File: src/rtl/tsr_consts.vh
// Register map, field positions and reset values of the split timer and timer 2 block.
// Assumes a classic Wishbone slave with 32-bit data; byte address is four times the index.
`ifndef TSR_CONSTS_VH
`define TSR_CONSTS_VH

// Register indices (word address = byte address bits [9:2]).
`define TSR_IDX_T2_CTRL      8'hC8
`define TSR_IDX_T2_RCAP_LO   8'hCA
`define TSR_IDX_T2_RCAP_HI   8'hCB
`define TSR_IDX_T2_CNT_LO    8'hCC
`define TSR_IDX_T2_CNT_HI    8'hCD
`define TSR_IDX_T01_CTRL     8'h40
`define TSR_IDX_T0_CNT_LO    8'h41
`define TSR_IDX_T0_CNT_HI    8'h42
`define TSR_IDX_T1_CNT_LO    8'h43
`define TSR_IDX_T1_CNT_HI    8'h44
`define TSR_IDX_IRQ_STATUS   8'h48
`define TSR_IDX_IRQ_CLEAR    8'h49
`define TSR_IDX_IRQ_ENABLE   8'h4A

// Timer 2 control fields.
`define TSR_T2_CAP_SEL       0
`define TSR_T2_RUN           2
`define TSR_T2_EXT_EN        3
`define TSR_T2_TX_CLK_SEL    4
`define TSR_T2_RX_CLK_SEL    5
`define TSR_T2_EXT_FLAG      6
`define TSR_T2_OVF_FLAG      7

// Timer 0 and timer 1 control fields.
`define TSR_T01_T0_RUN       0
`define TSR_T01_T1_RUN       1
`define TSR_T01_T0_OVF       2
`define TSR_T01_T1_OVF       3
`define TSR_T01_T0_GATE      4
`define TSR_T01_T0_CNT_SEL   5
`define TSR_T01_T0_SPLIT     6
`define TSR_T01_T1_SPLIT     7

// Interrupt status, clear and enable fields.
`define TSR_IRQ_T0_OVF       0
`define TSR_IRQ_T1_OVF       1
`define TSR_IRQ_T2_OVF       2
`define TSR_IRQ_T2_EXT       3
`define TSR_IRQ_W            4

// Reset values and constants.
`define TSR_BYTE_ZERO        8'h00
`define TSR_BYTE_ONES        8'hFF
`define TSR_WORD_ZERO        16'h0000
`define TSR_WORD_ONES        16'hFFFF
`define TSR_WORD_ONE         16'h0001
`define TSR_BYTE_ONE         8'h01
`define TSR_IRQ_ZERO         4'h0
`define TSR_DAT_ZERO         32'h00000000
`define TSR_PAD_ZERO         24'h000000

`endif

File: src/rtl/tsr_sync3.v
// Three-stage synchroniser for one asynchronous pin.
// Assumes the pin is asynchronous to clock; output changes only when stages two and three agree.
`timescale 1ns/1ps
module tsr_sync3 (
  // Clock and reset
  input  wire clock,
  input  wire reset,
  // Pin and result
  input  wire pin,
  output reg  level_q
);
  reg s1_q;
  reg s2_q;
  reg s3_q;

  always @(posedge clock) begin
    if (reset) begin
      s1_q    <= 1'b1;
      s2_q    <= 1'b1;
      s3_q    <= 1'b1;
      level_q <= 1'b1;
    end else begin
      s1_q <= pin;
      s2_q <= s1_q;
      s3_q <= s2_q;
      // Stage one is never looked at here; it only feeds stage two.
      if (s2_q == s3_q) begin
        level_q <= s3_q;
      end
    end
  end
endmodule

File: src/rtl/tsr_top.v
// Timer 0 split mode, timer 1 and timer 2 (autoreload, capture, baud rate) with Wishbone access.
// Assumes one 200 MHz clock that is the machine cycle, and asynchronous external pins.
// Operation
// - Timer 1 in its own split mode stops and holds, as if its run bit were clear.
// - Split timer 0 low byte is an 8-bit counter with timer 0 controls and pin.
// - Split timer 0 high byte counts cycles, uses timer 1 run bit and flag.
// - Timer 1 starts/stops via own split mode, stays a baud source without interrupts.
// - Timer 2 off, autoreload, capture or baud mode from run, clock selects, capture select.
// - Autoreload rollover sets overflow flag and reloads count from reload registers.
// - Autoreload with external enable: falling external edge reloads and sets external flag.
// - Timer 2 control holds external enable bit 3, external flag 6, overflow 7.
// - Capture mode counts 16 bits and sets overflow flag, which can interrupt.
// - Capture with external enable: falling edge copies count to capture registers, sets flag.
// - Timer 2 external flag can interrupt just like the overflow flag.
// - Baud-rate mode never sets the timer 2 overflow flag.
// - Baud-rate mode still lets the external flag raise interrupts.
// - Timer 2 count at 0xCC/0xCD, reload/capture at 0xCA/0xCB.
// - Timer 0 counts only if run set and gate clear or interrupt-0 pin high.
//
// The Wishbone register port was left to the implementer.
`timescale 1ns/1ps
`include "tsr_consts.vh"
module tsr_top (
  // Clock and reset
  input  wire        clock,
  input  wire        reset,
  // Wishbone slave
  input  wire        wb_cyc_i,
  input  wire        wb_stb_i,
  input  wire        wb_we_i,
  input  wire [11:0] wb_adr_i,
  input  wire [3:0]  wb_sel_i,
  input  wire [31:0] wb_dat_i,
  output reg  [31:0] wb_dat_o,
  output reg         wb_ack_o,
  // External pins
  input  wire        ext_interrupt_zero_pin,
  input  wire        t0_count_pin,
  input  wire        timer2_external_input,
  // Interrupt and baud ticks
  output reg         irq_q,
  output reg         t1_baud_tick_q,
  output reg         t2_baud_tick_q
);
  // Synchronised pins.
  wire ext_interrupt_zero_pin_s;
  wire t0_pin_s;
  wire timer2_external_input_s;
  reg  t0_pin_prev_q;
  reg  timer2_external_input_prev_q;

  tsr_sync3 u_sync_ext_interrupt_zero_pin (
    .clock   (clock),
    .reset   (reset),
    .pin     (ext_interrupt_zero_pin),
    .level_q (ext_interrupt_zero_pin_s)
  );
  tsr_sync3 u_sync_t0pin (
    .clock   (clock),
    .reset   (reset),
    .pin     (t0_count_pin),
    .level_q (t0_pin_s)
  );
  tsr_sync3 u_sync_timer2_external_input (
    .clock   (clock),
    .reset   (reset),
    .pin     (timer2_external_input),
    .level_q (timer2_external_input_s)
  );

  wire t0_pin_fall = t0_pin_prev_q & ~t0_pin_s;
  wire timer2_external_input_fall   = timer2_external_input_prev_q & ~timer2_external_input_s;

  // Registers.
  reg [7:0] t2_ctrl_q;
  reg [7:0] t2_rcap_lo_q;
  reg [7:0] t2_rcap_hi_q;
  reg [7:0] t2_cnt_lo_q;
  reg [7:0] t2_cnt_hi_q;
  reg [7:0] t01_ctrl_q;
  reg [7:0] t0_cnt_lo_q;
  reg [7:0] t0_cnt_hi_q;
  reg [7:0] t1_cnt_lo_q;
  reg [7:0] t1_cnt_hi_q;
  reg [3:0] irq_status_q;
  reg [3:0] irq_enable_q;

  // Bus decode; the write lands on the edge that raises ack.
  wire       req  = wb_cyc_i & wb_stb_i & ~wb_ack_o;
  wire       wr   = req & wb_we_i & wb_sel_i[0];
  wire [7:0] idx  = wb_adr_i[9:2];
  wire [7:0] wdat = wb_dat_i[7:0];

  wire wr_t2_ctrl  = wr & (idx == `TSR_IDX_T2_CTRL);
  wire wr_rcap_lo  = wr & (idx == `TSR_IDX_T2_RCAP_LO);
  wire wr_rcap_hi  = wr & (idx == `TSR_IDX_T2_RCAP_HI);
  wire wr_t2_lo    = wr & (idx == `TSR_IDX_T2_CNT_LO);
  wire wr_t2_hi    = wr & (idx == `TSR_IDX_T2_CNT_HI);
  wire wr_t01_ctrl = wr & (idx == `TSR_IDX_T01_CTRL);
  wire wr_t0_lo    = wr & (idx == `TSR_IDX_T0_CNT_LO);
  wire wr_t0_hi    = wr & (idx == `TSR_IDX_T0_CNT_HI);
  wire wr_t1_lo    = wr & (idx == `TSR_IDX_T1_CNT_LO);
  wire wr_t1_hi    = wr & (idx == `TSR_IDX_T1_CNT_HI);
  wire wr_irq_clr  = wr & (idx == `TSR_IDX_IRQ_CLEAR);
  wire wr_irq_en   = wr & (idx == `TSR_IDX_IRQ_ENABLE);

  // Timer 0 and timer 1 controls.
  wire t0_run   = t01_ctrl_q[`TSR_T01_T0_RUN];
  wire t1_run   = t01_ctrl_q[`TSR_T01_T1_RUN];
  wire t0_gate  = t01_ctrl_q[`TSR_T01_T0_GATE];
  wire t0_csel  = t01_ctrl_q[`TSR_T01_T0_CNT_SEL];
  wire t0_split = t01_ctrl_q[`TSR_T01_T0_SPLIT];
  wire t1_split = t01_ctrl_q[`TSR_T01_T1_SPLIT];

  wire t0_enable = t0_run & (~t0_gate | ext_interrupt_zero_pin_s);
  wire t0_tick   = t0_enable & (t0_csel ? t0_pin_fall : 1'b1);

  wire [15:0] t0_word = {t0_cnt_hi_q, t0_cnt_lo_q};
  wire        t0_lo_inc = t0_tick;
  wire        t0_hi_inc = t0_split ? t1_run : t0_tick & (t0_cnt_lo_q == `TSR_BYTE_ONES);
  wire        t0_ovf_ev = t0_split ? (t0_tick & (t0_cnt_lo_q == `TSR_BYTE_ONES)) :
                                     (t0_tick & (t0_word == `TSR_WORD_ONES));
  wire        th0_ovf   = t0_split & t1_run & (t0_cnt_hi_q == `TSR_BYTE_ONES);

  // Timer 1: under split timer 0 its run bit belongs to the high byte of timer 0.
  wire        t1_count  = t0_split ? ~t1_split : (t1_run & ~t1_split);
  wire [15:0] t1_word   = {t1_cnt_hi_q, t1_cnt_lo_q};
  wire        t1_roll   = t1_count & (t1_word == `TSR_WORD_ONES);
  // Timer 1 rollover only feeds its flag when timer 0 is not holding it.
  wire        t1_ovf_ev = t0_split ? th0_ovf : t1_roll;

  // Timer 2 mode decode.
  wire t2_run   = t2_ctrl_q[`TSR_T2_RUN];
  wire t2_baud  = t2_ctrl_q[`TSR_T2_TX_CLK_SEL] | t2_ctrl_q[`TSR_T2_RX_CLK_SEL];
  wire t2_cap   = t2_ctrl_q[`TSR_T2_CAP_SEL];
  wire t2_exen  = t2_ctrl_q[`TSR_T2_EXT_EN];
  wire m_reload = t2_run & ~t2_baud & ~t2_cap;
  wire m_capt   = t2_run & ~t2_baud & t2_cap;
  wire m_baud   = t2_run & t2_baud;

  wire [15:0] t2_word  = {t2_cnt_hi_q, t2_cnt_lo_q};
  wire [15:0] t2_rcap  = {t2_rcap_hi_q, t2_rcap_lo_q};
  wire        t2_roll  = t2_run & (t2_word == `TSR_WORD_ONES);
  wire        t2_ext   = t2_exen & timer2_external_input_fall & t2_run;
  wire        t2_ovf_ev = t2_roll & ~m_baud;
  wire        t2_ext_ev = t2_ext;
  wire        t2_reload = (t2_roll & (m_reload | m_baud)) | (t2_ext & m_reload);
  wire        t2_grab   = t2_ext & m_capt;

  reg [15:0] t2_next;
  always @* begin
    if (t2_reload) begin
      t2_next = t2_rcap;
    end else if (t2_run) begin
      t2_next = t2_word + `TSR_WORD_ONE;
    end else begin
      t2_next = t2_word;
    end
  end

  reg [15:0] t0_next;
  always @* begin
    t0_next = t0_word;
    if (t0_lo_inc) begin
      t0_next[7:0] = t0_cnt_lo_q + `TSR_BYTE_ONE;
    end
    if (t0_hi_inc) begin
      t0_next[15:8] = t0_cnt_hi_q + `TSR_BYTE_ONE;
    end
  end

  wire [15:0] t1_next = t1_count ? t1_word + `TSR_WORD_ONE : t1_word;

  // Counters; a software write to a byte takes that byte in the same cycle.
  always @(posedge clock) begin
    if (reset) begin
      t0_cnt_lo_q <= `TSR_BYTE_ZERO;
      t0_cnt_hi_q <= `TSR_BYTE_ZERO;
      t1_cnt_lo_q <= `TSR_BYTE_ZERO;
      t1_cnt_hi_q <= `TSR_BYTE_ZERO;
      t2_cnt_lo_q <= `TSR_BYTE_ZERO;
      t2_cnt_hi_q <= `TSR_BYTE_ZERO;
    end else begin
      t0_cnt_lo_q <= wr_t0_lo ? wdat : t0_next[7:0];
      t0_cnt_hi_q <= wr_t0_hi ? wdat : t0_next[15:8];
      t1_cnt_lo_q <= wr_t1_lo ? wdat : t1_next[7:0];
      t1_cnt_hi_q <= wr_t1_hi ? wdat : t1_next[15:8];
      t2_cnt_lo_q <= wr_t2_lo ? wdat : t2_next[7:0];
      t2_cnt_hi_q <= wr_t2_hi ? wdat : t2_next[15:8];
    end
  end

  // Reload/capture registers; a capture beats a software write in the same cycle.
  always @(posedge clock) begin
    if (reset) begin
      t2_rcap_lo_q <= `TSR_BYTE_ZERO;
      t2_rcap_hi_q <= `TSR_BYTE_ZERO;
    end else if (t2_grab) begin
      t2_rcap_lo_q <= t2_cnt_lo_q;
      t2_rcap_hi_q <= t2_cnt_hi_q;
    end else begin
      if (wr_rcap_lo) begin
        t2_rcap_lo_q <= wdat;
      end
      if (wr_rcap_hi) begin
        t2_rcap_hi_q <= wdat;
      end
    end
  end

  // Control registers; hardware setting a flag wins over software clearing it.
  reg [7:0] t2_ctrl_d;
  reg [7:0] t01_ctrl_d;
  always @* begin
    t2_ctrl_d = wr_t2_ctrl ? wdat : t2_ctrl_q;
    t2_ctrl_d[1] = 1'b0;
    if (t2_ovf_ev) begin
      t2_ctrl_d[`TSR_T2_OVF_FLAG] = 1'b1;
    end
    if (t2_ext_ev) begin
      t2_ctrl_d[`TSR_T2_EXT_FLAG] = 1'b1;
    end
    t01_ctrl_d = wr_t01_ctrl ? wdat : t01_ctrl_q;
    if (t0_ovf_ev) begin
      t01_ctrl_d[`TSR_T01_T0_OVF] = 1'b1;
    end
    if (t1_ovf_ev) begin
      t01_ctrl_d[`TSR_T01_T1_OVF] = 1'b1;
    end
  end

  always @(posedge clock) begin
    if (reset) begin
      t2_ctrl_q     <= `TSR_BYTE_ZERO;
      t01_ctrl_q    <= `TSR_BYTE_ZERO;
      t0_pin_prev_q <= 1'b1;
      timer2_external_input_prev_q   <= 1'b1;
    end else begin
      t2_ctrl_q     <= t2_ctrl_d;
      t01_ctrl_q    <= t01_ctrl_d;
      t0_pin_prev_q <= t0_pin_s;
      timer2_external_input_prev_q   <= timer2_external_input_s;
    end
  end

  // Sticky interrupt status; a new event beats a clear written in the same cycle.
  wire [3:0] irq_events = {t2_ext_ev, t2_ovf_ev, t1_ovf_ev, t0_ovf_ev};
  wire [3:0] irq_clr    = wr_irq_clr ? wdat[3:0] : `TSR_IRQ_ZERO;
  wire [3:0] irq_status_d = (irq_status_q & ~irq_clr) | irq_events;

  always @(posedge clock) begin
    if (reset) begin
      irq_status_q <= `TSR_IRQ_ZERO;
      irq_enable_q <= `TSR_IRQ_ZERO;
      irq_q        <= 1'b0;
    end else begin
      irq_status_q <= irq_status_d;
      if (wr_irq_en) begin
        irq_enable_q <= wdat[3:0];
      end
      irq_q <= |(irq_status_q & irq_enable_q);
    end
  end

  // Baud ticks: one cycle per rollover of the source timer.
  always @(posedge clock) begin
    if (reset) begin
      t1_baud_tick_q <= 1'b0;
      t2_baud_tick_q <= 1'b0;
    end else begin
      t1_baud_tick_q <= t1_roll;
      t2_baud_tick_q <= t2_roll & m_baud;
    end
  end

  // Read mux; unmapped and write-only indices read as zero.
  reg [7:0] rdat;
  always @* begin
    case (idx)
      `TSR_IDX_T2_CTRL:    rdat = t2_ctrl_q;
      `TSR_IDX_T2_RCAP_LO: rdat = t2_rcap_lo_q;
      `TSR_IDX_T2_RCAP_HI: rdat = t2_rcap_hi_q;
      `TSR_IDX_T2_CNT_LO:  rdat = t2_cnt_lo_q;
      `TSR_IDX_T2_CNT_HI:  rdat = t2_cnt_hi_q;
      `TSR_IDX_T01_CTRL:   rdat = t01_ctrl_q;
      `TSR_IDX_T0_CNT_LO:  rdat = t0_cnt_lo_q;
      `TSR_IDX_T0_CNT_HI:  rdat = t0_cnt_hi_q;
      `TSR_IDX_T1_CNT_LO:  rdat = t1_cnt_lo_q;
      `TSR_IDX_T1_CNT_HI:  rdat = t1_cnt_hi_q;
      `TSR_IDX_IRQ_STATUS: rdat = {4'h0, irq_status_q};
      `TSR_IDX_IRQ_ENABLE: rdat = {4'h0, irq_enable_q};
      default:             rdat = `TSR_BYTE_ZERO;
    endcase
  end

  // Single-wait Wishbone answer; every address is acknowledged.
  always @(posedge clock) begin
    if (reset) begin
      wb_ack_o <= 1'b0;
      wb_dat_o <= `TSR_DAT_ZERO;
    end else begin
      wb_ack_o <= req;
      if (req & ~wb_we_i) begin
        wb_dat_o <= {`TSR_PAD_ZERO, rdat};
      end
    end
  end
endmodule

File: config.mk
export PLATFORM = sky130hd
export DESIGN_NAME = tsr_top
export DESIGN_NICKNAME = d
export VERILOG_FILES = /design/src/rtl/tsr_sync3.v /design/src/rtl/tsr_top.v
export VERILOG_INCLUDE_DIRS = /design/src /design/src/rtl
export SDC_FILE = /design/constraint.sdc
export NUM_CORES = 1
export LEC_CHECK = 0
export BUFFER_PORTS_ARGS = -buffer_cell sky130_fd_sc_hd__buf_2
export CAP_MARGIN = 25
export CORE_AREA = 2 2 150 152
export DETAILED_ROUTE_END_ITERATION = 10
export DIE_AREA = 0 0 152 154
export GPL_TIMING_DRIVEN = 0
export PLACE_DENSITY_LB_ADDON = 0.1
export SLEW_MARGIN = 5
export SYNTH_ARGS = -nofsm -noshare
export SYNTH_HDL_FRONTEND = slang
export SYNTH_HIERARCHICAL = 1
export SYNTH_SLANG_ARGS = --single-unit
File: constraint.sdc
create_clock -name clock -period 2.3 [get_ports clock]
set_input_delay 0.23 -clock clock [delete_from_list [all_inputs] [get_ports clock]]
set_output_delay 0.23 -clock clock [all_outputs]
set_load 0.02 [all_outputs]
Word-level counts from Yosys, hierarchy flattened
Index checks and enable logic that the tools add are counted.
- add/subtract/negate cells: 4
- reduce and logical (&&, ||, !) cells: 13
- bitwise gates (word level): 56
- equality and inequality tests: 21
- mux-type cells: 28
- operators by type and width (cell ; number):
    8-bit 2-to-1 mux ; 13
    8-bit one-hot mux with 12 select lines ; 1
    8-bit by 7-bit == test with 1-bit output (second input constant) ; 8
    8-bit == test (second input constant) ; 7
    16-bit == test (second input constant) ; 3
    16-bit 2-to-1 mux ; 3
    1-bit bitwise AND ; 39
    16-bit by 1-bit adder with 16-bit output (second input constant) ; 2
    2-bit nonzero test ; 10
    8-bit by 1-bit adder with 8-bit output (second input constant) ; 2
    1-bit 2-to-1 mux ; 9
    1-bit inverter ; 9
    4-bit bitwise AND ; 2
    4-bit 2-to-1 mux ; 2
    3-bit nonzero test ; 2
    4-bit inverter ; 1
    1-bit bitwise OR ; 4
    4-bit bitwise OR ; 1
    4-bit OR reduction ; 1
    1-bit == test ; 3
- register bits: 114
- bits of input ports: 56

Depth between registers and ports, before layout
Gate-level depths: netlist of the first run.
- depth in word-level cells: 9
- depth in mapped cells: 11
- depth with buffers taken out: 7

Hierarchy
The synthesis of the first run kept the hierarchy.
- by module, submodules not included (module ; sequential area each (um^2) ; times used ; cells each ; area an instance (um^2)):
    tsr_top ; 2021.9 ; 1 ; 752 ; 6110.9
    tsr_sync3 ; 80.1 ; 3 ; 10 ; 115.1

Worst setup path after synthesis of the first run
No wires, ideal clock.
- path kind: reg-to-reg
- start: register t2_cnt_lo_q[0]
- end: register t2_cnt_lo_q[7]
- path slack: 0.159 ns
- clock period less this slack: 2.141 ns
- cell stages (with the launch flop): 12
- setup time: 0.117 ns
- data required time: 2.183 ns
- buffers on the path: 4
- arrival time: 2.023 ns
- cell sequence: dfxtp_1 -> ha_1 -> and3_1 -> buf_2 -> and3_1 -> buf_2 -> a21boi_1 -> or2_1 -> buf_2 -> buf_2 -> nand2_1 -> a32o_1
- word-level cells in the longest chain between the ends: 6
- elaborated cells on any way between the ends: 9
- ends and longest elaborated chain (element ; line ; source):
    from (decl) ; tsr_top.v:78 ; reg [7:0] t2_cnt_lo_q;
    from (signal assigned) ; tsr_top.v:181 ; t2_cnt_lo_q <= `TSR_BYTE_ZERO;
    from (signal assigned) ; tsr_top.v:188 ; t2_cnt_lo_q <= wr_t2_lo ? wdat : t2_next[7:0];
    parallel branches: the longest is 6 deep, another holds 16-bit by 1-bit adder with 16-bit output ; n/a ;
Several ways; the timed one is not identified. The select of a mux whose other input is x is not followed.
A chain may end at the register's enable or synchronous reset.

Final worst setup path of the first run
- start: register wb_ack_o
- end: register t1_cnt_lo_q[0]
- word-level cells in the longest chain between the ends: 6
- elaborated cells on any way between the ends: 7
- ends and longest elaborated chain (element ; line ; source):
    from (decl) ; tsr_top.v:35 ; output reg wb_ack_o,
    from (signal assigned) ; tsr_top.v:302 ; wb_ack_o <= req;
    1-bit inverter * ; tsr_top.v:89 ; wire req = wb_cyc_i & wb_stb_i & ~wb_ack_o;
    1-bit bitwise AND * ; tsr_top.v:89 ;
    1-bit bitwise AND * (2 in a row) ; tsr_top.v:90 ; wire wr = req & wb_we_i & wb_sel_i[0];
    1-bit bitwise AND * ; tsr_top.v:102 ; wire wr_t1_lo = wr & (idx == `TSR_IDX_T1_CNT_LO);
    8-bit 2-to-1 mux / 2-bit nonzero test (equally long branches) ; n/a ;
    to (signal assigned) ; tsr_top.v:179 ; t1_cnt_lo_q <= `TSR_BYTE_ZERO;
    to (signal assigned) ; tsr_top.v:186 ; t1_cnt_lo_q <= wr_t1_lo ? wdat : t1_next[7:0];
    to (decl) ; tsr_top.v:83 ; reg [7:0] t1_cnt_lo_q;
Mark *: on every way between the ends. The rest lies on a longest branch, timed or not.

==> qor.csv, run 1 <==
metric,value,unit
TritonCTS clock tree,built,
Final min period,2240,ps
leakage,0.00305,µW
syn avg cell area,8.26,µm²
largest cells by area after synthesis,"dfxtp_1 35%, mux2i_1 10%, nor2_1 5.8%",
routed vias/inst,5.35,
clk slew on worst S/H paths,60,ps
cell-internal power,3950,µW
Crit. End Element,flip-flop,
max-slew violation count,0,
initial antenna violation count,0,
largest net degree at the start of global routing,17,
"flops & latches, synth",113,
initial drt markers,572,
worst min-delay path category,in2reg,
Place WS,-355,ps
status,finished clean,
Tcrit/Tclk final,97.4,%
"Distinct cells, synth",68,
Max Cap Viol,0,
Yosys top cell area share,35.0,%
CTS root buf,clkbuf_16,
Least-Margin Pin Slew,972,ps
Die Ht,154,µm
CTS Buf Count,17,
clk_skew,8.44,ps
fin area,7880,µm²
Max VDD drop,0.337,mV
final HPWL from detailed placement,18000,µm
GRT Resource Usage Total,20.9,%
H-tree depth,4,
Die W,152,µm
top cell type by total area after synthesis,dfxtp_1,
Congestion Overflow GR,0,
final antenna-violating net count,0,
synth cell count leaders,"113 x dfxtp_1, 99 x nor2_1, 66 x mux2i_1",
slew margin rel.,35.2,%
critical path type,reg2reg,
Longest Clk Path Bufs,2,
Final Hold Viols,0,
post-route setup slack,60.4,ps
Post-synth EDFFs,0,
final setup TNS,0,ps
first drt pass iteration count,5,
RSZ-0062 raised after global routing,yes,
sequential share of power,38.3,%
Overall Power,5130,µW
"Seq/Total Area, Yosys",35.0,%
Initial Util,29.8,%
Arrival @ worst endpoint,2560,ps
Critical Path RT,2620,ps
Final Setup Violations,0,
CP Max Fanout,10,
FMAX,447,MHz
core footprint,21700,µm²
Die ar.,23400,µm²
Vias,6197,
# IOs,92,
share of cells above drive strength 1,16.3,%
IO Port Bufs,30,
clock share of power,55.6,%
final RePlAce weighted congestion,0.921,
ANT cells,0,
Synth Warn #,6,
Sw Ratio,23.1,%
Worst-Skew Late Latency,420,ps
Nets,926,
area added between synthesis and finish,22.1,%
CTS Sinks,113,
combinational share of power,6.0,%
DP Area,7040,µm²
Post-Syn Area,6460,µm²
Syn Inst Count,782,
NetSw,1180,µW
vias in the first global route,5707,
first-pass GRT wire length,36900,µm
number of core rows,54,
"count leader, synth",dfxtp_1,
Post-synth ARST share,0,%
ys flop type,dfxtp_1,
wire per inst,21.4,µm
PD cells,651,nW/µm²
Residual DRC,0,
Total Wirelength,24800,µm
Worst setup SP type,flip-flop,
## final timing paths
kind	from	to	slack, ps	cells after the start
worst max register to register	wb_ack_o$_SDFF_PP0_	t1_cnt_lo_q[0]$_SDFFE_PP0P_	60	5
worst min-delay path	wb_dat_i[3]	t2_rcap_lo_q[3]$_SDFFE_PP0P_	170	3
worst min register to register	u_sync_timer2_external_input/s1_q$_SDFF_PP1_	u_sync_timer2_external_input/s2_q$_SDFF_PP1_	400	1
worst max-delay path	wb_ack_o$_SDFF_PP0_	t1_cnt_lo_q[0]$_SDFFE_PP0P_	60	5
## cells by family after synthesis
logic type | synth area share, %
fa+ha+maj | 0.775
xor+xnor | 4.48
mux | 10.4
flops | 35.0
simple gates | 24.4
other cells | 0.0581
compound gates | 18.1
buf+inv | 6.74
## per-stage QoR
step	hold slack, ps	std cells	util (%)
2_1_floorplan	327	805	-
3_3_place_gp	384	1115	32.5
3_5_place_dp	387	1115	32.5
4_1_cts	161	1151	35.7
5_1_grt	187	1159	36.3
6_report	174	1159	36.3
## placed cells by master (no fill, tap or decap), types with 7 or more instances in the layout
cell,Yosys,layout
and3_1,16,16
a22oi_1,7,7
a211oi_1,47,47
o22ai_1,8,8
clkbuf_1,33,33
xnor2_1,9,9
or2_1,11,11
buf_2,15,40
nand2_1,64,64
conb_1,1,24
o21ai_0,28,27
nand3_1,26,25
nand2b_1,10,10
dfxtp_1,113,107
clkbuf_16,0,17
xor2_1,24,24
mux2i_1,66,66
buf_4,24,32
nor3_1,15,14
nor2b_1,7,7
nor2_1,99,97
nand4_1,18,18
a21oi_1,25,25
## power by group through the flow
| stage | combinational [µW] | sequential, µW | clock (µW) |
|---|---|---|---|
| 2_1_floorplan | 188 | 2010 | 0 |
| 3_3_place_gp | 303 | 2010 | 0 |
| 3_5_place_dp | 301 | 2010 | 0 |
| 4_1_cts | 306 | 1970 | 2910 |
| 5_1_grt | 329 | 1970 | 2990 |
| 6_report | 310 | 1970 | 2850 |
## repair_timing
action | CTS | global route
endpoints found under the hold margin | 3 | 0
setup endpoints to repair | 54 | 43
hold buffers | 3 | 0
buffers inserted | 1 | 8
resized for setup | 13 | 22
pin swaps | 1 | 3
## area by class of cell
cell class                      instances  area [µm²]
Buffer                                 79         449
Clock buffer                           22         474
Clock inverter                         10         156
Fill cell                            2292       13800
Inverter                                6        22.5
Multi-Input combinational cell        607        3890
Sequential cell                       113        2270
Tap cell                              280         350
Timing Repair Buffer                   42         260
## worst max-delay path, stage by stage (launching register included)
cell and delay (ps):
dfxtp_1 300, nand3b_1 290, nor2_2 500, nand4_1 420, clkbuf_1 360, a211oi_1 280
## layer usage
layer	up-vias	share of wire (%)	track usage, %
li1	2970	-	-
met1	2977	48	30.4
met2	231	44	32.0
met3	19	6.3	3.97
met4	0	1.3	4.81
met5	-	0	0
Note: power is estimated with default switching activity, not from simulation.
==> inputs of run 2 (changes only) <==
--- a/config.mk
+++ b/config.mk
@@ -6,11 +6,12 @@
 export SDC_FILE = /design/constraint.sdc
 export NUM_CORES = 1
 export LEC_CHECK = 0
+export ABC_AREA = 1
 export BUFFER_PORTS_ARGS = -buffer_cell sky130_fd_sc_hd__buf_2
 export CAP_MARGIN = 25
-export CORE_AREA = 2 2 150 152
+export CORE_AREA = 2 2 155 157
 export DETAILED_ROUTE_END_ITERATION = 10
-export DIE_AREA = 0 0 152 154
+export DIE_AREA = 0 0 157 159
 export GPL_TIMING_DRIVEN = 0
 export PLACE_DENSITY_LB_ADDON = 0.1
 export SLEW_MARGIN = 5
==> run 2 against run 1 <==
  * Die area grew 6.6%
  * First-iteration DRC count is 2.4% higher
  * Count of clock-buffer cells in the layout fell by 5
  * Clock skew rose by 5.0 ps
  * Synthesized cell count increased by 38%
  * Largest cell class unchanged
  * Largest power group unchanged
==> qor.csv, run 2 <==
metric,value,unit,change
Synth Warn #,6,,unchanged
Tcrit/Tclk final,89.8,%,was 97.4%
largest net degree at the start of global routing,17,,unchanged
synth cell count leaders,"273 x nand2_1, 117 x nand3_1, 114 x inv_1",,"was 113 x dfxtp_1, 99 x nor2_1, 66 x mux2i_1"
post-route setup slack,235,ps,was 60.4 ps
worst-case reg-to-reg path depth,10,,was 5
slew margin rel.,41.7,%,was 35.2%
status,finished clean,,unchanged
CTS Sinks,113,,unchanged
final antenna-violating net count,0,,unchanged
number of cells after detailed placement,1461,,was 1115
ys flop type,dfxtp_1,,unchanged
FMAX,484,MHz,was 447 MHz
Die W,157,µm,was 152 µm
core footprint,23200,µm²,was 21700 µm²
Yosys top cell area share,33.0,%,was 35.0%
IO Port Bufs,36,,was 30
Residual DRC,0,,unchanged
share of cells above drive strength 1,12.7,%,was 16.3%
GRT Resource Usage Total,21.1,%,was 20.9%
R2R Path Start,t2_cnt_hi_q[0]$_SDFFE_PP0P_,,was wb_ack_o$_SDFF_PP0_
area occupied by multi-input gates,3890,µm²,about the same
CP Max Fanout,10,,unchanged
final RePlAce weighted congestion,0.896,,was 0.921
wire per inst,17.3,µm,was 21.4 µm
CP Capture Point,t2_cnt_hi_q[0]$_SDFFE_PP0P_,,was t1_cnt_lo_q[0]$_SDFFE_PP0P_
clk slew on worst S/H paths,60,ps,about the same
syn avg cell area,6.32,µm²,was 8.26 µm²
Post-synth ARST share,0,%,unchanged
Die Ht,159,µm,was 154 µm
Longest Clk Path Bufs,2,,unchanged
first-pass GRT wire length,39500,µm,was 36900 µm
Worst setup SP type,flip-flop,,unchanged
Max VDD drop,0.436,mV,was 0.337 mV
Syn Inst Count,1083,,was 782
Critical Path RT,2590,ps,was 2620 ps
R2R Setup Slk,240,ps,was 60 ps
Post-synth EDFFs,0,,unchanged
Util after Layout,35.2,%,was 36.3%
initial drt markers,586,,was 572
critical path type,reg2reg,,unchanged
highest-count cells in the layout ignoring fill and taps,"273 x nand2_1, 117 x nand3_1, 114 x inv_1",,"was 107 x dfxtp_1, 97 x nor2_1, 66 x mux2i_1"
"Seq/Total Area, Yosys",33.0,%,was 35.0%
Max Cap Viol,0,,unchanged
Place WS,116,ps,was -355 ps
Final Hold Viols,0,,unchanged
initial antenna violation count,0,,unchanged
CTS root buf,clkbuf_16,,unchanged
clk_skew,13.4,ps,was 8.44 ps
Worst-Skew Late Latency,430,ps,was 420 ps
Initial Util,29.5,%,was 29.8%
RSZ-0062 raised after global routing,no,,was yes
Crit. End Element,flip-flop,,unchanged
Least-Margin Pin Slew,868,ps,was 972 ps
Congestion Overflow GR,0,,unchanged
crit path from,t2_cnt_hi_q[0]$_SDFFE_PP0P_,,was wb_ack_o$_SDFF_PP0_
filler instances,2600,,was 2292
Post-Syn Area,6850,µm²,was 6460 µm²
PD cells,616,nW/µm²,was 651 nW/µm²
Arrival @ worst endpoint,2350,ps,was 2560 ps
Die ar.,25000,µm²,was 23400 µm²
Final min period,2060,ps,was 2240 ps
Final Setup Violations,0,,unchanged
CTS Buf Count,17,,unchanged
area added between synthesis and finish,19.1,%,was 22.1%
Total Wirelength,25900,µm,was 24800 µm
top cell type by total area after synthesis,dfxtp_1,,unchanged
leakage,0.00344,µW,was 0.00305 µW
final hold slack,135,ps,was 174 ps
largest cells by area after synthesis,"dfxtp_1 33%, nand2_1 15%, nand3_1 8.5%",,"was dfxtp_1 35%, mux2i_1 10%, nor2_1 5.8%"
capturing point of the worst reg2reg path,t2_cnt_hi_q[0]$_SDFFE_PP0P_,,was t1_cnt_lo_q[0]$_SDFFE_PP0P_
H-tree depth,4,,unchanged
routed vias/inst,4.84,,was 5.35
"most common cell after layout, fill and taps aside",nand2_1,,was dfxtp_1
Setup Buffers After CTS,0,,was 1
# IOs,92,,unchanged
final setup TNS,0,ps,unchanged
number of core rows,56,,was 54
"count leader, synth",nand2_1,,was dfxtp_1
Nets,1224,,was 926
worst min-delay path category,in2reg,,unchanged
"flops & latches, synth",113,,unchanged
final HPWL from detailed placement,19600,µm,was 18000 µm
TritonCTS clock tree,built,,unchanged
max-slew violation count,0,,unchanged
first drt pass iteration count,5,,unchanged
fin cells,1496,,was 1159
ANT cells,0,,unchanged
vias in the first global route,6689,,was 5707
register area,2270,µm²,about the same
"Distinct cells, synth",40,,was 68
Vias,7247,,was 6197
[run 2: cell count changes after synthesis, moves of 44 or more]
cell      delta
nand2_1    +209
a21oi_1     +57
inv_1      +108
a211oi_1    -44
o21ai_0     +45
nand3_1     +91
mux2i_1     -66
[run 2: cell families after synthesis]
logic type | after synthesis | share of synthesized area, %
AO/OA/AOI/OAI | 196 | 14.9
XOR/XNOR | 27 | 3.45
adder cells (fa/ha/maj) | 4 | 0.731
flip-flops | 113 | 33.0
other | 1 | 0.0548
buffers and inverters | 176 | 11.4
AND/OR/NAND/NOR | 566 | 36.4
[run 2: through the flow]
| step | area, µm² | power (µW) |
|---|---|---|
| after global placement | 7510 | 2290 |
| after floorplan | 6940 | 2170 |
| after detailed placement | 7510 | 2290 |
| after global routing | 8160 | 5180 |
| after CTS | 8160 | 5070 |
| final | 8160 | 5020 |
[run 2: area by class of cell]
cell class                      instances  share of cell area, %
Clock inverter                         15                   2.27
Sequential cell                       113                   27.8
Buffer                                 52                   3.86
Timing Repair Buffer                   39                   2.58
Tap cell                              319                   4.89
Multi-Input combinational cell        817                   47.7
Clock buffer                           17                   5.21
Inverter                              124                   5.72
[run 2: how the worst min path moves through the flow]
stage	start	end	slack, ps	cells past startpoint
floorplan	reset	u_sync_ext_interrupt_zero_pin/s3_q$_SDFF_PP1_	310	2
global placement	u_sync_t0pin/s1_q$_SDFF_PP1_	u_sync_t0pin/s2_q$_SDFF_PP1_	390	1
detailed placement	u_sync_ext_interrupt_zero_pin/s1_q$_SDFF_PP1_	u_sync_ext_interrupt_zero_pin/s2_q$_SDFF_PP1_	390	1
CTS	wb_dat_i[1]	t0_cnt_lo_q[1]$_SDFFE_PP0P_	120	3
global route	wb_dat_i[1]	t0_cnt_lo_q[1]$_SDFFE_PP0P_	150	3
finish	wb_dat_i[1]	t0_cnt_lo_q[1]$_SDFFE_PP0P_	130	3
[run 2: repair_timing]
item / 4_1_cts / 5_1_grt
endpoints found under the setup margin: 0 / 3
hold buffers: 3 / 0
resized for setup: 0 / 3
endpoints found under the hold margin: 3 / 0
[run 2: worst max-delay path, cell delays in order, from the launching register on]
cell and delay, ps:
dfxtp_1 540, nand2_1 180, nor2_2 190, inv_1 90
nor2_4 140, nand3_4 150, nand2_4 140, buf_4 210
nand2_1 70, o211ai_1 120, a21oi_1 90
[run 2: power breakdown]
part	total (µW)	internal, µW	switching, µW
Sequential	1970	1970	3.29
Combinational	289	73.5	215
Clock	2770	1710	1050
Total	5020	3750	1270
[run 2: layer usage]
metal	share of wire (%)	up-vias	wire length [µm]	GRT usage (%)
met5	0	-	0	0
met4	2.4	0	633	7.09
met3	4.7	41	1220	3.16
met2	47	200	12200	34.5
met1	46	3355	11900	28.3
li1	-	3651	-	-
==> inputs of run 3 (changes only) <==
--- a/config.mk
+++ b/config.mk
@@ -12,8 +12,7 @@
 export CORE_AREA = 2 2 155 157
 export DETAILED_ROUTE_END_ITERATION = 10
 export DIE_AREA = 0 0 157 159
-export GPL_TIMING_DRIVEN = 0
-export PLACE_DENSITY_LB_ADDON = 0.1
+export PLACE_DENSITY = 0.47
 export SLEW_MARGIN = 5
 export SYNTH_ARGS = -nofsm -noshare
 export SYNTH_HDL_FRONTEND = slang
==> run 3 against run 2 <==
  * Clock power rose by 1%
  * Register-to-register slack improved by 70 ps
  * Global-route usage fell by 1.4 points
  * Sequential cell count did not move
  * Sequential power barely moved
  * Power rose by 0.15%
  * Clock skew fell by 6.5 ps
  * Cell count fell by 0.80%
  * Critical path depth rose by 2
  * Worst setup slack improved by 70 ps
  * Maximum frequency rose by 3.5%
  * Final area rose by 0.32%
  * Critical path type unchanged
==> qor.csv, run 3 (same netlist as run 2, synthesis figures left out) <==
metric,value,unit,change
Die Ht,159,µm,unchanged
GRT Resource Usage Total,19.7,%,was 21.1%
initial drt markers,533,,was 586
final RePlAce weighted congestion,0.858,,was 0.896
vias in the first global route,6624,,was 6689
max-slew violation count,0,,unchanged
Critical Path RT,2610,ps,was 2590 ps
number of cells after detailed placement,1449,,was 1461
first drt pass iteration count,5,,unchanged
Crit. End Element,flip-flop,,unchanged
# IOs,92,,unchanged
final HPWL from detailed placement,17900,µm,was 19600 µm
filler instances,2590,,was 2600
"most common cell after layout, fill and taps aside",nand2_1,,unchanged
routed vias/inst,4.79,,was 4.84
Worst-Skew Late Latency,420,ps,was 430 ps
largest net degree at the start of global routing,70,,was 17
final setup TNS,0,ps,unchanged
Final Hold Viols,0,,unchanged
TritonCTS clock tree,built,,unchanged
Max Cap Viol,0,,unchanged
wire per inst,16.4,µm,was 17.3 µm
Worst path max stage delay,450,ps,was 540 ps
Nets,1212,,was 1224
share of cells above drive strength 1,12.8,%,was 12.7%
Longest Clk Path Bufs,2,,unchanged
CP Max Fanout,23,,was 10
clk_skew,6.85,ps,was 13.4 ps
clk slew on worst S/H paths,60,ps,about the same
CTS Buf Count,17,,unchanged
PD cells,615,nW/µm²,was 616 nW/µm²
Overall Power,5030,µW,was 5020 µW
Place WS,299,ps,was 116 ps
post-route setup slack,305,ps,was 235 ps
CTS root buf,clkbuf_16,,unchanged
met2 GRT Util,32.2,%,was 34.5%
FMAX,501,MHz,was 484 MHz
highest-count cells in the layout ignoring fill and taps,"273 x nand2_1, 117 x nand3_1, 114 x inv_1",,unchanged
Least-Margin Pin Slew,573,ps,was 868 ps
slew margin rel.,61.7,%,was 41.7%
Congestion Overflow GR,0,,unchanged
critical path type,reg2reg,,unchanged
first-pass GRT wire length,37400,µm,was 39500 µm
fin cells,1484,,was 1496
RSZ-0062 raised after global routing,no,,unchanged
met3 Track Usage GR,3.18,%,was 3.16%
worst min-delay path category,in2reg,,unchanged
number of core rows,56,,unchanged
core footprint,23200,µm²,unchanged
register area,2260,µm²,was 2270 µm²
clock share of power,55.9,%,was 55.1%
met1 usage,26.3,%,was 28.3%
area added between synthesis and finish,19.5,%,was 19.1%
Final min period,1990,ps,was 2060 ps
crit-path cells,ha_1 > nand2_1 > nor2_4 > nand2_2 > inv_2 > nand3_4 > nand2_4 > inv_1 > nand2_1 > nand2_1 > o21ai_0 > inv_1,,was nand2_1 > nor2_2 > inv_1 > nor2_4 > nand3_4 > nand2_4 > buf_4 > nand2_1 > o211ai_1 > a21oi_1
cell-internal power,3770,µW,was 3750 µW
CTS Sinks,113,,unchanged
Total Wirelength,24300,µm,was 25900 µm
Die ar.,25000,µm²,unchanged
leakage,0.00344,µW,about the same
Vias,7107,,was 7247
Max VDD drop,0.486,mV,was 0.436 mV
Die W,157,µm,unchanged
combinational share of power,5.0,%,was 5.8%
final antenna-violating net count,0,,unchanged
Initial Util,29.5,%,unchanged
status,finished clean,,unchanged
Worst setup SP type,flip-flop,,unchanged
Sw Ratio,25.1,%,was 25.3%
area occupied by multi-input gates,3890,µm²,unchanged
sequential share of power,39.1,%,was 39.2%
Arrival @ worst endpoint,2310,ps,was 2350 ps
Most Crowded Layer GR,met2,,unchanged
WP buf/inv,3,,was 2
H-tree depth,4,,unchanged
Setup Buffers After CTS,0,,unchanged
Worst path top cell family by delay,simple AND/OR/NAND/NOR gates,,unchanged
Final Setup Violations,0,,unchanged
IO Port Bufs,36,,unchanged
ANT cells,0,,unchanged
final hold slack,142,ps,was 135 ps
initial antenna violation count,0,,unchanged
Residual DRC,0,,unchanged
NetSw,1260,µW,was 1270 µW
Tcrit/Tclk final,86.7,%,was 89.8%
crit-path most repeated cell,nand2_1,,unchanged
Crit-path slowest cell,dfxtp_1,,unchanged
-- run 3: cell count changes in the layout (fill, tap and decap cells not counted), sizes merged --
cell / delta
buf: +2
clkinvlp: +1
inv: +1
clkbuf: -13
clkinv: -3
-- run 3: area by class of cell --
type	count	share of cell area [%]
Inverter	124	5.70
Tap cell	319	4.88
Clock inverter	14	2.19
Clock buffer	18	5.37
Timing Repair Buffer	79	6.70
Multi-Input combinational cell	817	47.5
Sequential cell	113	27.6
-- run 3: worst register-to-register path: stages, from the launching register on --
cell and delay (ps):
dfxtp_1 450, ha_1 240, nand2_1 130, nor2_4 130
nand2_2 110, inv_2 100, nand3_4 90, nand2_4 230
inv_1 100, nand2_1 70, nand2_1 50, o21ai_0 130
inv_1 60
-- run 3: through the flow --
stage	instance area, µm²	utilization [%]
5_1_grt	8190	35.3
3_3_place_gp	7540	32.5
6_report	8190	35.3
3_5_place_dp	7540	32.5
4_1_cts	8190	35.3
2_1_floorplan	6940	-
-- run 3: worst paths after layout --
check / end / cells past startpoint / slack (ps) / start
worst min register to register: u_sync_t0pin/s2_q$_SDFF_PP1_ / 1 / 400 / u_sync_t0pin/s1_q$_SDFF_PP1_
worst max-delay path: t2_cnt_lo_q[4]$_SDFFE_PP0P_ / 12 / 310 / t2_cnt_lo_q[0]$_SDFFE_PP0P_
worst max register to register: t2_cnt_lo_q[4]$_SDFFE_PP0P_ / 12 / 310 / t2_cnt_lo_q[0]$_SDFFE_PP0P_
worst min-delay path: wb_ack_o$_SDFF_PP0_ / 5 / 140 / wb_stb_i
-- run 3: power by group through the flow --
stage | clock [µW] | combinational, µW | sequential [µW]
global placement | 0 | 247 | 2010
CTS | 2850 | 251 | 1970
finish | 2810 | 251 | 1970
global route | 2940 | 270 | 1970
detailed placement | 0 | 247 | 2010
floorplan | 0 | 159 | 2010
-- run 3: what timing repair did --
action                                  in CTS  in global routing
endpoints found under the hold margin        3                  0
endpoints found under the setup margin       0                  0
hold buffers                                 3                  0
gates resized for setup                      0                  0
-- run 3: metal layers --
layer	part of all wire, %	wire, µm
met5	0	0
met4	2.0	496
met3	4.6	1130
met2	47	11500
met1	46	11200
